<file path="src/hdl/nfb_regs.vh">
// timing and pin constants for the parallel nor flash bus controller
// assumes a 100 MHz controller clock; included by the design files
`ifndef NFB_REGS_VH
`define NFB_REGS_VH

`define NFB_CLK_PERIOD_NS   10
`define NFB_ADDR_W          18
`define NFB_DATA_W          16
// access times in ns, figures of the slower speed grade by default
`define NFB_TACC_NS         90
`define NFB_TCE_NS          90
`define NFB_TOE_NS          35
`define NFB_TWP_NS          35
`define NFB_TWPH_NS         30
`define NFB_TAS_NS          0
`define NFB_TDF_NS          30
`define NFB_SLEEP_EXTRA_NS  30
// least times round up to whole cycles
`define NFB_CYC(ns)         (((ns) + `NFB_CLK_PERIOD_NS - 1) / `NFB_CLK_PERIOD_NS)
`define NFB_TACC_CYC        `NFB_CYC(`NFB_TACC_NS)
`define NFB_TCE_CYC         `NFB_CYC(`NFB_TCE_NS)
`define NFB_TOE_CYC         `NFB_CYC(`NFB_TOE_NS)
`define NFB_TWP_CYC         `NFB_CYC(`NFB_TWP_NS)
`define NFB_TWPH_CYC        `NFB_CYC(`NFB_TWPH_NS)
`define NFB_TDF_CYC         `NFB_CYC(`NFB_TDF_NS)
`define NFB_SLEEP_CYC       `NFB_CYC(`NFB_TACC_NS + `NFB_SLEEP_EXTRA_NS)
// one spare setup edge plus two synchroniser stages on read data
`define NFB_RD_EXTRA_CYC    3
`define NFB_CNT_W           8
// operation codes on the request port
`define NFB_OP_READ         2'b00
`define NFB_OP_WRITE        2'b01

`endif

</file>
<file path="src/hdl/nfb_sync.v">
// two-flip-flop synchroniser for the data bus coming back from the flash
// assumes REF_CLK domain; the pins are asynchronous to it
`timescale 1ns/1ns
module nfb_sync #(
	parameter W = 16
) (
	input  wire         clk,
	input  wire         rst,
	input  wire [W-1:0] d,
	output wire [W-1:0] q
);
	reg [W-1:0] meta_ff;
	reg [W-1:0] sync_ff;

	always @(posedge clk or posedge rst) begin
		if (rst) begin
			meta_ff <= {W{1'b0}};
			sync_ff <= {W{1'b0}};
		end else begin
			meta_ff <= d;
			sync_ff <= meta_ff;
		end
	end

	assign q = sync_ff;
endmodule

</file>
<file path="src/hdl/nfb_ctrl.v">
// host-side bus controller for an asynchronous parallel nor flash
// assumes one request port on REF_CLK; the flash sees only the strobes, address and data
`timescale 1ns/1ns
`include "nfb_regs.vh"

module nfb_ctrl (
	input  wire                     REF_CLK,
	input  wire                     RESET,
	input  wire                     REQ_VALID,
	output wire                     REQ_READY,
	input  wire [1:0]               REQ_OP,
	input  wire [`NFB_ADDR_W-1:0]   REQ_ADDR,
	input  wire [`NFB_DATA_W-1:0]   REQ_WDATA,
	output reg                      RSP_VALID,
	output reg  [`NFB_DATA_W-1:0]   RSP_RDATA,
	output wire                     IDLE_ASLEEP,
	output reg  [`NFB_ADDR_W-1:0]   WORD_ADDRESS_IN,
	input  wire [`NFB_DATA_W-1:0]   DATA_BUS_I,
	output reg  [`NFB_DATA_W-1:0]   DATA_BUS_O,
	output reg                      DATA_BUS_OE,
	output reg                      CE_N,
	output reg                      OE_N,
	output reg                      WE_N
);

	////////////////////////////////////////////////////////////////////////////
	localparam [2:0] ST_IDLE   = 3'd0;
	localparam [2:0] ST_RD     = 3'd1;
	localparam [2:0] ST_WSETUP = 3'd2;
	localparam [2:0] ST_WPULSE = 3'd3;
	localparam [2:0] ST_WHOLD  = 3'd4;
	localparam [2:0] ST_TURN   = 3'd5;

	localparam integer          TACC_I  = `NFB_TACC_CYC;
	localparam integer          TCE_I   = `NFB_TCE_CYC;
	localparam integer          TWP_I   = `NFB_TWP_CYC;
	localparam integer          TWPH_I  = `NFB_TWPH_CYC;
	localparam integer          TDF_I   = `NFB_TDF_CYC;
	localparam integer          SLEEP_I = `NFB_SLEEP_CYC;
	localparam integer          SYNC_I  = `NFB_RD_EXTRA_CYC;
	// counts cut to the counter width on purpose; all fit in eight bits
	localparam [`NFB_CNT_W-1:0] TACC_C  = TACC_I[`NFB_CNT_W-1:0];
	localparam [`NFB_CNT_W-1:0] TCE_C   = TCE_I[`NFB_CNT_W-1:0];
	localparam [`NFB_CNT_W-1:0] TWP_C   = TWP_I[`NFB_CNT_W-1:0];
	localparam [`NFB_CNT_W-1:0] TWPH_C  = TWPH_I[`NFB_CNT_W-1:0];
	localparam [`NFB_CNT_W-1:0] TDF_C   = TDF_I[`NFB_CNT_W-1:0];
	localparam [`NFB_CNT_W-1:0] SLEEP_C = SLEEP_I[`NFB_CNT_W-1:0];
	// a sample taken right at the access time has no setup margin,
	// so one spare edge comes before the two synchroniser stages
	localparam [`NFB_CNT_W-1:0] SYNC_C  = SYNC_I[`NFB_CNT_W-1:0];

	reg  [2:0]             state_ff, nxt_state;
	reg  [`NFB_CNT_W-1:0]  cnt_ff, nxt_cnt;
	reg  [`NFB_CNT_W-1:0]  stable_ff, nxt_stable;
	reg                    selected_ff, nxt_selected;
	wire [`NFB_DATA_W-1:0] data_sync;

	nfb_sync #(.W(`NFB_DATA_W)) u_sync (
		.clk (REF_CLK),
		.rst (RESET),
		.d   (DATA_BUS_I),
		.q   (data_sync)
	);

	function [`NFB_CNT_W-1:0] rd_wait;
		input sel;
		begin
			// from standby the select access time governs, else address access
			rd_wait = ((sel ? TACC_C : TCE_C) > TACC_C ? TCE_C : TACC_C) + SYNC_C;
			if (sel)
				rd_wait = TACC_C + SYNC_C;
		end
	endfunction

	assign REQ_READY   = (state_ff == ST_IDLE);
	// the flash sleeps on its own; we only report when that is expected
	assign IDLE_ASLEEP = (stable_ff >= SLEEP_C);

	////////////////////////////////////////////////////////////////////////////
	always @* begin
		nxt_state    = state_ff;
		nxt_cnt      = cnt_ff;
		nxt_selected = selected_ff;
		case (state_ff)
			ST_IDLE: begin
				if (REQ_VALID) begin
					if (REQ_OP == `NFB_OP_WRITE) begin
						nxt_state = ST_WSETUP;
						nxt_cnt   = 8'h01;
					end else begin
						nxt_state = ST_RD;
						nxt_cnt   = rd_wait(selected_ff);
					end
				end
			end
			ST_RD: begin
				if (cnt_ff <= 8'h01) begin
					nxt_state = ST_TURN;
					nxt_cnt   = TDF_C;
					nxt_selected = 1'b1;
				end else
					nxt_cnt = cnt_ff - 8'h01;
			end
			ST_WSETUP: begin
				nxt_state = ST_WPULSE;
				nxt_cnt   = TWP_C;
			end
			ST_WPULSE: begin
				if (cnt_ff <= 8'h01) begin
					nxt_state = ST_WHOLD;
					nxt_cnt   = TWPH_C;
				end else
					nxt_cnt = cnt_ff - 8'h01;
			end
			ST_WHOLD: begin
				if (cnt_ff <= 8'h01) begin
					nxt_state    = ST_IDLE;
					nxt_selected = 1'b0;
				end else
					nxt_cnt = cnt_ff - 8'h01;
			end
			ST_TURN: begin
				// output float time before the bus may turn around
				if (cnt_ff <= 8'h01) begin
					nxt_state    = ST_IDLE;
					nxt_selected = 1'b0;
				end else
					nxt_cnt = cnt_ff - 8'h01;
			end
			default: begin
				nxt_state = ST_IDLE;
				nxt_cnt   = 8'h00;
			end
		endcase
	end

	always @* begin
		nxt_stable = stable_ff;
		if (state_ff == ST_IDLE && REQ_VALID)
			nxt_stable = 8'h00;
		else if (stable_ff != 8'hFF)
			nxt_stable = stable_ff + 8'h01;
	end

	////////////////////////////////////////////////////////////////////////////
	always @(posedge REF_CLK or posedge RESET) begin
		if (RESET) begin
			state_ff        <= ST_IDLE;
			cnt_ff          <= 8'h00;
			stable_ff       <= 8'h00;
			selected_ff     <= 1'b0;
			CE_N            <= 1'b1;
			OE_N            <= 1'b1;
			WE_N            <= 1'b1;
			DATA_BUS_OE     <= 1'b0;
			DATA_BUS_O      <= 16'h0000;
			WORD_ADDRESS_IN <= 18'h0_0000;
			RSP_VALID       <= 1'b0;
			RSP_RDATA       <= 16'h0000;
		end else begin
			state_ff    <= nxt_state;
			cnt_ff      <= nxt_cnt;
			stable_ff   <= nxt_stable;
			selected_ff <= nxt_selected;
			RSP_VALID   <= 1'b0;
			// address held after the cycle so the flash may sleep on it
			if (state_ff == ST_IDLE && REQ_VALID)
				WORD_ADDRESS_IN <= REQ_ADDR;
			if (state_ff == ST_IDLE && REQ_VALID && REQ_OP != `NFB_OP_WRITE) begin
				CE_N        <= 1'b0;
				OE_N        <= 1'b0;
				WE_N        <= 1'b1;
				DATA_BUS_OE <= 1'b0;
			end
			if (state_ff == ST_IDLE && REQ_VALID && REQ_OP == `NFB_OP_WRITE) begin
				// address settles with select before write-enable falls
				CE_N        <= 1'b0;
				OE_N        <= 1'b1;
				WE_N        <= 1'b1;
				DATA_BUS_O  <= REQ_WDATA;
				DATA_BUS_OE <= 1'b1;
			end
			if (state_ff == ST_WSETUP)
				WE_N <= 1'b0;
			if (state_ff == ST_WPULSE && cnt_ff <= 8'h01)
				WE_N <= 1'b1;
			if (state_ff == ST_WHOLD && cnt_ff <= 8'h01) begin
				CE_N        <= 1'b1;
				DATA_BUS_OE <= 1'b0;
			end
			if (state_ff == ST_RD && cnt_ff <= 8'h01) begin
				// array, id or status word alike: the flash picks the source
				RSP_VALID <= 1'b1;
				RSP_RDATA <= data_sync;
				OE_N      <= 1'b1;
			end
			if (state_ff == ST_TURN && cnt_ff <= 8'h01)
				CE_N <= 1'b1;
		end
	end

endmodule

</file>
<file path="config.mk">
export PLATFORM = sky130hd
export DESIGN_NAME = nfb_ctrl
export DESIGN_NICKNAME = d
export VERILOG_FILES = /design/src/hdl/nfb_sync.v /design/src/hdl/nfb_ctrl.v
export VERILOG_INCLUDE_DIRS = /design/src /design/src/hdl
export SDC_FILE = /design/constraint.sdc
export NUM_CORES = 1
export LEC_CHECK = 0
export BUFFER_PORTS_ARGS = -buffer_cell sky130_fd_sc_hd__buf_2
export CORE_MARGIN = 2
export CORE_UTILIZATION = 47
export DETAILED_ROUTE_END_ITERATION = 10
export GPL_TIMING_DRIVEN = 0
export PLACE_DENSITY = 0.76
export SLEW_MARGIN = 20
export SYNTH_ARGS = -nofsm -noshare
export SYNTH_HDL_FRONTEND = slang
export SYNTH_HIERARCHICAL = 1
export SYNTH_SLANG_ARGS = --single-unit
</file>
<file path="constraint.sdc">
create_clock -name REF_CLK -period 2.3 [get_ports REF_CLK]
set_input_delay 0.46 -clock REF_CLK [delete_from_list [all_inputs] [get_ports REF_CLK]]
set_output_delay 0.46 -clock REF_CLK [all_outputs]
set_load 0.05 [all_outputs]
</file>
* Word-level counts from Yosys, hierarchy flattened *
Index checks and enable logic that the tools add are counted.

storage, ports and cells
  flip-flop bits (word level) = 106
  input bits = 55
  output and inout bits = 57
  word-level logic and storage cells = 72

operators by class
  $add $sub $neg = 2
  $lt $le $gt $ge = 2
  eq/ne operators = 13
  mux-type cells = 25
  reduce and logical (&&, ||, !) cells = 17

operators with widths
  cell                 count
  $mux 8               5
  $pmux 8 s4           1
  $pmux 3 s5           1
  $mux 1               12
  $mux 3               4
  $add 8x1->8 const B  1
  $ge 8x4->1 const B   1
  $le 8x1->1 const B   1
  $ne 2x2->1 const B   4
  $ne 8x8->1 const B   1
  $reduce_bool 4->1    2
  $sub 8x1->8 const B  1
  $logic_and 1x1->1    7
  $eq 3x2->1 const B   2
  $eq 3x3->1 const B   2
  $reduce_bool 3->1    2
  $mux 4               1
  $ne 2x1->1 const B   2
  $reduce_and 4->1     1
  $reduce_or 2->1      2
  $eq 3x1->1 const B   1
  $logic_not 3->1      1
  $eq 2x1->1 const B   1
  $mux 2               1
  2 further kinds      2

* Longest topological paths before layout *
Gate-level depths: netlist of run 1.

  depth after elaboration = 7
  gate-level depth with buffers = 7
  gate-level depth less buffers = 6

* Modules after synthesis *
The synthesis of run 1 kept the hierarchy.

by module, submodules not included
  module    instances  cells an instance  area each (um^2)
  nfb_ctrl  1          294                3229.3
  nfb_sync  1          33                 804.5

* Worst setup path before layout of run 1 *
Ideal clock, no wire load.

  kind = register to register
  start point = reg state_ff[2]
  end point = reg DATA_BUS_O[0]
  setup time = 125 ps
  arrival time = 2242 ps
  path slack = -67 ps
  cell stages (with the launch flop) = 8
  path buffers = 3
  period minus slack after synthesis = 2367 ps
  path through = dfrtp_1 > buf_2 > nor3_2 > and2_1 > buf_2 > nand2_2 > buf_2 > mux2_2

between the ends
  cells in the longest elaborated chain, start to end = 3

RTL lines
  item                         RTL line        text
  start, declared              nfb_ctrl.v:52   reg [2:0] state_ff, nxt_state;
  start signal, assigned       nfb_ctrl.v:161  state_ff <= nxt_state;
  $logic_not 3->1              n/a
  net REQ_READY                nfb_ctrl.v:10   output wire REQ_READY,
  $logic_and 1x1->1            nfb_ctrl.v:175  if (state_ff == ST_IDLE && REQ_VALID && REQ_OP == `NFB_OP_WRITE) begin
  $logic_and 1x1->1 (no line)  n/a
  end signal, assigned         nfb_ctrl.v:156  DATA_BUS_O <= 16'h0000;
  end signal, assigned         nfb_ctrl.v:180  DATA_BUS_O <= REQ_WDATA;
  end, declared                nfb_ctrl.v:19   output reg [`NFB_DATA_W-1:0] DATA_BUS_O,

The timed path passes the listed nets, and every way through them passes these cells.
A chain may end at the register's enable or synchronous reset.

* Worst setup path in the final report of run 1 *
  start point = reg cnt_ff[6]
  end point = reg RSP_RDATA[15]

between the ends
  cells in the longest elaborated chain, start to end = 2

RTL lines
  item                    RTL line        text
  start, declared         nfb_ctrl.v:53   reg [`NFB_CNT_W-1:0] cnt_ff, nxt_cnt;
  start signal, assigned  nfb_ctrl.v:162  cnt_ff <= nxt_cnt;
  $le 8x1->1              nfb_ctrl.v:191  if (state_ff == ST_RD && cnt_ff <= 8'h01) begin
  $logic_and 1x1->1       nfb_ctrl.v:191
  end signal, assigned    nfb_ctrl.v:194  RSP_RDATA <= data_sync;
  end, declared           nfb_ctrl.v:15   output reg [`NFB_DATA_W-1:0] RSP_RDATA,

No other way between the ends.

==> metrics.yaml, run 1 <==
run_status:
  status: "complete, no violations"
floorplanning:
  core_sq_um: 8260
  rows: 33
  die-area_sq_um: 9340
  ios: 112
  dieHeight_microns: 96.6
  die_x_microns: 96.6
  initial_core_util: 0.488
finish:
  nFillCells: 689
  drive_above_1_share: 0.390
  fin_cells: 561
  final_area_sq_um: 5000
  layout.nets: 510
  diodes: 0
  areaGrowthSynthToFinish_pct: 24.1
critical_path:
  setup.worst_path.end_class: "flop"
  cp_top_family: "simple AND/OR/NAND/NOR gates"
  crit_type: "flop to flop"
  worst-path-max-fanout: 10
  crit_buf_inv: 2
  crit_start: "cnt_ff[6]"
  reg2reg_from: "cnt_ff[6]"
  r2r_cells: 6
  path_cells: "nor4_4 -> o211ai_2 -> or3_1 -> buf_6 -> buf_12 -> mux2_4"
  slowest_stage: "dfrtp_1"
  reg2reg_slack_ns: 0.20
  slowest_delay_ns: 0.45
  worstSetupStartpointType: "flop"
  regToRegEndpoint: "RSP_RDATA[15]"
  critPathArrivalTime_ns: 2.34
  crit_required_ns: 2.54
sta:
  drv_slew: 0
  fin_setup_tns_ns: 0
  timing.final.crit_period_ns: 2.10
  period_share: 0.914
  worst-slew-pin-transition_ns: 0.618
  hold_viol: 0
  rsz0062_at_grt: "no"
  skew_ns: 0.0115
  fmaxAchievable_mhz: 476
  setup_viol: 0
  slew_headroom: 0.588
placed_design:
  gp_congestion: 0.864
  hpwlAfterDp_microns: 5750
  placement.cell_area_sq_um: 4770
  portBuffers: 111
  dp.cells: 545
route:
  initialDrtViolationCount: 115
  drc: 0
  drt-total-wl_microns: 7690
  viasPerCell: 4.92
  vias: 2759
  ant_nets: 0
  wl_per_cell_microns: 13.7
  firstDrtPassIters: 4
synth:
  ys_dominant_reg_cell: "dfrtp_1"
  ys_warn_count: 6
  synth_seq_cells: 106
  synthTopCellsByArea: "dfrtp_1, mux2_2, nand2_1"
  yosysMostFrequentCell: "dfrtp_1"
  synth.distinct_cells: 44
  synth_area_per_cell_sq_um: 12.3
  netlist_top_cells_count: "dfrtp_1, nand2_1, mux2_2"
  synth_top_area_share: 0.639
  syn_nets: 386
  netlist_area_sq_um: 4030
  synth_edf_count: 0
  ys_seq_area_frac: 0.658
  synthArstFlopShare: 1.00
  yosys.area.top_type: "dfrtp_1"
  syn_inst: 327
clock_network:
  path_clk_slew_ns: 0.10
  htree_num_levels: 3
  numClockSinks: 106
  clockBufferDepth: 2
  cts_tree: "built"
  clk_latency_ns: 0.36
  cts_resized: 0
  ctsRootBufferMaster: "clkbuf_8"
  cts_hold_buf: 0
  cts_setup_buffers: 0
  cts_buffers: 9
global_routing:
  antenna_found_initial: 0
  overflow: 0
  grt_pass1_vias: 2795
  grt_pass1_wl_microns: 13100
  grt_max_degree: 33
  track_usage: 0.172
power:
  power_leakage_nw: 2.73
  power_density_nw_per_um2: 657
  ir_drop_mv: 0.500
flow_run:
  cap_violations: 0
min_path:
  min_path_type: "input pin to asynchronous set/reset pin"
## flip-flops by register name, summed over array words and instances (netlist names)
name,flops
stable_ff,8
CE_N,1
u_sync/q,16
state_ff,3
OE_N,1
WORD_ADDRESS_IN,18
RSP_VALID,1
RSP_RDATA,16
WE_N,1
cnt_ff,8
DATA_BUS_O,16
DATA_BUS_OE,1
u_sync/meta_ff,16
## report_power, final
group | total, W | internal, W | switching (W)
Combinational | 0.000102 | 0.0000442 | 0.0000575
Sequential | 0.00190 | 0.00189 | 0.00000838
Clock | 0.00129 | 0.000658 | 0.000627
Total | 0.00329 | 0.00260 | 0.000693
## per-stage QoR
step | total power [W] | util | hold slack (ns) | setup slack [ns]
after CTS | 0.00332 | 0.606 | 0.0943 | 0.203
after global routing | 0.00342 | 0.606 | 0.113 | 0.0502
final | 0.00329 | 0.606 | 0.100 | 0.199
after floorplan | 0.00197 | - | 0.331 | 0.182
after detailed placement | 0.00204 | 0.578 | 0.336 | 0.220
after global placement | 0.00203 | 0.573 | 0.331 | 0.226
## worst max-delay path by stage
stage                          endpoint  slack, ns  cells past startpoint
after floorplan           DATA_BUS_O[0]       0.18                      7
after global placement     RSP_RDATA[3]       0.23                      6
after detailed placement   RSP_RDATA[1]       0.22                      7
after CTS                  RSP_RDATA[6]       0.20                      6
after global routing       RSP_RDATA[4]       0.05                      7
final                     RSP_RDATA[15]       0.20                      6
## logic make-up after synthesis
logic type                 share of synthesized area
and+or+nand+nor                                0.132
DFF                                            0.658
AOI/OAI and AO/OA                             0.0586
muxes                                         0.0993
buffers and inverters                         0.0276
adders and majority gates                     0.0149
xor gates and xnor gates                     0.00869
## metal layers
metal	wire [microns]	global-route usage
met5	0	0
met4	107	0.0477
met3	497	0.0607
met2	3760	0.275
met1	3320	0.226
## cell usage in the layout (no fill, tap or decap), drive strengths merged, types with 2 or more instances in the layout
cell,Yosys,final
a21o,3,3
ha,4,4
bufinv,0,2
nor2,16,16
clkbuf,8,18
nand2b,3,3
o211ai,2,2
dfrtp,103,103
nor3b,2,2
inv,9,11
a211oi,3,3
nor4,3,3
xor2,3,3
nor3,8,8
mux2,32,32
and3,2,2
and2,2,2
nand3,2,2
o21ai,13,13
nand4,3,3
dfstp,3,3
a21oi,12,12
nand2,72,72
buf,5,118
a31oi,2,2
clkinvlp,0,2
## cell type report
type | instances | area [sq um] | area share
plain buffers | 13 | 77.6 | 0.0155
clock buffers | 10 | 138 | 0.0275
clock inverters | 6 | 96.3 | 0.0193
inverters | 9 | 37.5 | 0.00750
multi-input cells | 199 | 1270 | 0.254
flip-flops and latches | 106 | 2660 | 0.531
well taps | 105 | 131 | 0.0263
repair buffers | 113 | 596 | 0.119
Note: power is estimated with default switching activity, not from simulation.
==> run 2: changes to the inputs <==
==> constraint.sdc (replaced) <==
create_clock -name REF_CLK -period 2.3 [get_ports REF_CLK]
set_input_delay 0.345 -clock REF_CLK [delete_from_list [all_inputs] [get_ports REF_CLK]]
set_output_delay 0.345 -clock REF_CLK [all_outputs]
set_load 0.05 [all_outputs]
==> run 2 against run 1 <==
  * Clock power decreased by 8%
  * Die area unchanged
  * Setup slack got worse by 0.023 ns
  * Sequential share of layout area increased by 0.47 points
  * Via count increased by 0.83%
  * Clock skew increased by 0.0046 ns
  * Combinational power decreased by 5%
  * Worst hold slack got worse by 0.096 ns
  * Total power decreased by 3.1%
  * Utilization decreased by 0.53 points
  * Largest power group unchanged
==> metrics.yaml, run 2 (same netlist as run 1, synthesis figures left out) <==
run_status:
  status: "complete, no violations"
route:
  ant_nets: 0
  viasPerCell: 4.97
  firstDrtPassIters: 5
  drt-total-wl_microns: 7600
  wl_per_cell_microns: 13.6
  drc: 0
  vias: 2782
  initialDrtViolationCount: 75
clock_network:
  cts_resized: 0
  htree_num_levels: 3
  ctsRootBufferMaster: "clkbuf_8"
  cts_tree: "built"
  clk_latency_ns: 0.36
  numClockSinks: 106
  cts_hold_buf: 0
  cts_setup_buffers: 0
  cts_buffers: 9
  clockBufferDepth: 2
  path_clk_slew_ns: 0.11
finish:
  fin_util: 0.601
  areaGrowthSynthToFinish_pct: 23.0
  top_register: "WORD_ADDRESS_IN"
  diodes: 0
  layout.nets: 509
  largest_reg_flops: 18
  fin_cells: 560
  drive_above_1_share: 0.387
  final_cell_mix: "buf_2, dfrtp_1, nand2_1, mux2_2, nor2_1"
  final_area_sq_um: 4960
  mostFrequentLayoutCell: "buf_2"
critical_path:
  regToRegEndpoint: "RSP_RDATA[0]"
  slowest_stage: "dfrtp_1"
  worst-path-max-fanout: 10
  crit_required_ns: 2.55
  r2r_cells: 6
  crit_buf_inv: 2
  setup.worst_path.end_class: "flop"
  path_cells: "nor4_4 -> o211ai_2 -> or3_1 -> buf_6 -> buf_12 -> mux2_4"
  reg2reg_from: "cnt_ff[6]"
  endpoint: "RSP_RDATA[0]"
  crit_type: "flop to flop"
  cp_top_family: "simple AND/OR/NAND/NOR gates"
  worstSetupStartpointType: "flop"
  critPathArrivalTime_ns: 2.38
  crit_cells: 6
  crit_start: "cnt_ff[6]"
  reg2reg_slack_ns: 0.18
  slowest_delay_ns: 0.45
sta:
  final.setup.worst_slack_ns: 0.176
  fmaxAchievable_mhz: 471
  period_share: 0.923
  slew_headroom: 0.583
  rsz0062_at_grt: "no"
  skew_ns: 0.0161
  setup_viol: 0
  drv_slew: 0
  hold_viol: 0
  worst-slew-pin-transition_ns: 0.624
  timing.final.crit_period_ns: 2.12
placed_design:
  gp_congestion: 0.827
  post-place-ws_ns: 0.169
  dp.cells: 544
  portBuffers: 111
  hpwlAfterDp_microns: 5540
  placement.cell_area_sq_um: 4750
floorplanning:
  ios: 112
  dieHeight_microns: 96.6
  core_sq_um: 8260
  rows: 33
  die_x_microns: 96.6
  initial_core_util: 0.488
  die-area_sq_um: 9340
power:
  power_leakage_nw: 2.71
  p_sw_frac: 0.226
  clock_power_share: 0.373
  p_int_w: 0.00246
  power_density_nw_per_um2: 642
  ir_drop_mv: 0.462
  combPwrFrac: 0.030
  p_switching_w: 0.000721
  p_seq_frac: 0.597
min_path:
  min_path_type: "input pin to asynchronous set/reset pin"
global_routing:
  antenna_found_initial: 0
  grt_pass1_vias: 2805
  grt_max_degree: 39
  overflow: 0
  track_usage: 0.175
  grt_pass1_wl_microns: 13300
flow_run:
  cap_violations: 0
-- run 2: cell count changes in the layout (fill, tap and decap cells not counted) --
cell	change
clkbuf_1	+1
bufinv_16	-1
buf_12	-1
clkinv_4	+1
clkbuf_8	-1
clkinv_8	+1
inv_4	+1
clkinvlp_4	-2
-- run 2: worst min path at each step --
stage,startpoint,to,slack [ns],cells past startpoint
after floorplan,u_sync/meta_ff[0],u_sync/q[0],0.33,0
after global placement,u_sync/meta_ff[0],u_sync/q[0],0.33,0
after detailed placement,u_sync/meta_ff[4],u_sync/q[4],0.33,0
after CTS,RESET,RSP_RDATA[1],0.01,2
after global routing,RESET,WORD_ADDRESS_IN[10],0.04,2
final,RESET,RSP_RDATA[1],0.004,2
-- run 2: power groups by stage --
stage / clock (W) / combinational, W / sequential, W
after floorplan: 0 / 0.0000351 / 0.00194
after global placement: 0 / 0.0000934 / 0.00194
after detailed placement: 0 / 0.000101 / 0.00194
final: 0.00119 / 0.0000969 / 0.00190
after CTS: 0.00122 / 0.000101 / 0.00190
after global routing: 0.00130 / 0.000113 / 0.00191
-- run 2: cell type report --
class                      instances  area, sq um
sequential                       106         2660
clock buffer                      10          128
buffer                            13         77.6
inverter                           9         36.3
tap                              105          131
fill                             679         3300
multi-input combinational        199         1270
clock inverter                     6         83.8
timing repair buffer             112          576
-- run 2: per-stage QoR --
step | TNS (ns) | hold WS, ns | total power [W]
after floorplan | 0 | 0.331 | 0.00197
after detailed placement | 0 | 0.335 | 0.00204
after CTS | 0 | 0.0138 | 0.00322
after global routing | 0 | 0.0400 | 0.00332
final | 0 | 0.00364 | 0.00318
after global placement | -57.42 | 0.332 | 0.00203
-- run 2: routing by layer --
metal	vias up	share of wire	track usage
met4	0	0.018	0.0596
met2	74	0.46	0.269
met1	1357	0.45	0.237
met3	12	0.069	0.0542
li1	1339	-	-
met5	-	0	0
==> run 3: changes to the inputs <==
PLACE_DENSITY = unset   (was 0.76)
PLACE_DENSITY_LB_ADDON = 0.08   (was unset)
==> run 3 against run 2 <==
  * Global-route usage rose by 0.60 points
  * Non-clock buffer count grew 1
  * Combinational power grew 2.1%
  * Largest cell class unchanged
  * Largest power group unchanged
==> metrics.yaml, run 3 (same netlist as run 1, synthesis figures left out) <==
run_status:
  status: "complete, no violations"
clock_network:
  cts_buffers: 9
  numClockSinks: 106
  cts_tree: "built"
  clockBufferDepth: 2
  ctsRootBufferMaster: "clkbuf_8"
  path_clk_slew_ns: 0.11
  htree_num_levels: 3
  clk_latency_ns: 0.36
floorplanning:
  die_x_microns: 96.6
  rows: 33
  ios: 112
  dieHeight_microns: 96.6
  initial_core_util: 0.488
  die-area_sq_um: 9340
  core_sq_um: 8260
global_routing:
  grt_pass1_wl_microns: 13800
  grt_max_degree: 42
  antenna_found_initial: 0
  track_usage: 0.181
  overflow: 0
  grt_pass1_vias: 2823
critical_path:
  r2r_cells: 7
  crit_required_ns: 2.54
  reg2reg_slack_ns: 0.17
  setup.worst_path.end_class: "flop"
  worst-path-max-fanout: 10
  critPathArrivalTime_ns: 2.37
  worstSetupStartpointType: "flop"
  crit_type: "flop to flop"
sta:
  fin_setup_tns_ns: 0
  period_share: 0.924
  hold_viol: 0
  setup_viol: 0
  rsz0062_at_grt: "no"
  timing.final.crit_period_ns: 2.13
  worst-slew-pin-transition_ns: 0.629
  fmaxAchievable_mhz: 470
  hold_ws_ns: 0.0756
  drv_slew: 0
  skew_ns: 0.0159
  slew_headroom: 0.580
route:
  vias: 2789
  drt-total-wl_microns: 7820
  firstDrtPassIters: 4
  initialDrtViolationCount: 65
  viasPerCell: 4.97
  wl_per_cell_microns: 13.9
  ant_nets: 0
  drc: 0
placed_design:
  placement.cell_area_sq_um: 4750
  portBuffers: 111
  hpwlAfterDp_microns: 5720
  gp_congestion: 0.853
finish:
  mostFrequentLayoutCell: "buf_2"
  final_area_sq_um: 4950
  layout.nets: 510
  fin_util: 0.599
  drive_above_1_share: 0.386
  top_register: "WORD_ADDRESS_IN"
  diodes: 0
  largest_reg_flops: 18
  areaGrowthSynthToFinish_pct: 22.7
  final_cell_mix: "buf_2, dfrtp_1, nand2_1, mux2_2, nor2_1"
  nFillCells: 728
min_path:
  min_path_type: "input pin to flop"
  hold_depth: 1
flow_run:
  cap_violations: 0
power:
  ir_drop_mv: 0.552
  fin_total_pwr_w: 0.00308
  power_density_nw_per_um2: 623
  power_leakage_nw: 2.70
## run 3: cell count changes in the layout (fill, tap and decap cells not counted), sizes merged
cell / delta
dlygate4sd3: +1
clkinv: +1
inv: -1
bufinv: -1
clkinvlp: +1
## run 3: path summary, 6_finish.rpt
path | from | endpoint
max reg2reg | cnt_ff[0] | RSP_RDATA[2]
max | cnt_ff[0] | RSP_RDATA[2]
min in group asynchronous | RESET | RSP_RDATA[15]
max in group asynchronous | RESET | WE_N
min reg2reg | u_sync/meta_ff[5] | u_sync/q[5]
min | DATA_BUS_I[15] | u_sync/meta_ff[15]
## run 3: final cells by class
class,count,area [sq um],area share
multi-input cells,199,1270,0.257
clock inverters,6,61.3,0.0124
clock buffers,10,128,0.0258
inverters,9,36.3,0.00733
plain buffers,13,77.6,0.0157
flip-flops and latches,106,2660,0.537
well taps,105,131,0.0265
repair buffers,113,586,0.118
## run 3: metrics by stage
step                setup slack [ns]  std cells
detailed placement             0.173        544
CTS                            0.163        561
floorplan                     0.0783        327
global route                  0.0520        561
finish                         0.174        561
global placement              -0.918        543
## run 3: timing repair
item,CTS,global route
hold buffers,1,0
endpoints found under the hold margin,19,0
setup endpoints to repair,0,0
resized for setup,0,0
buffers inserted,0,0
## run 3: worst max-delay path, cell delays in order, from the launching register on
cell,delay [ns]
dfrtp_1,0.45
inv_1,0.10
ha_1,0.25
o211ai_2,0.17
or3_1,0.43
buf_6,0.17
buf_12,0.15
mux2_4,0.29
## run 3: power by group
| part | total, W | internal (W) | switching (W) | leakage (nW) |
|---|---|---|---|---|
| combinational | 0.0000989 | 0.0000420 | 0.0000569 | 1.28 |
| clock | 0.00108 | 0.000419 | 0.000663 | 0.0917 |
| sequential | 0.00190 | 0.00189 | 0.00000764 | 1.33 |
## run 3: metal layers
| metal | GRT usage | vias up | wire, microns |
|---|---|---|---|
| met2 | 0.295 | 70 | 3960 |
| met1 | 0.238 | 1376 | 3340 |
| met5 | 0 | - | 0 |
| met3 | 0.0556 | 4 | 475 |
| li1 | - | 1339 | - |
| met4 | 0.0433 | 0 | 55 |
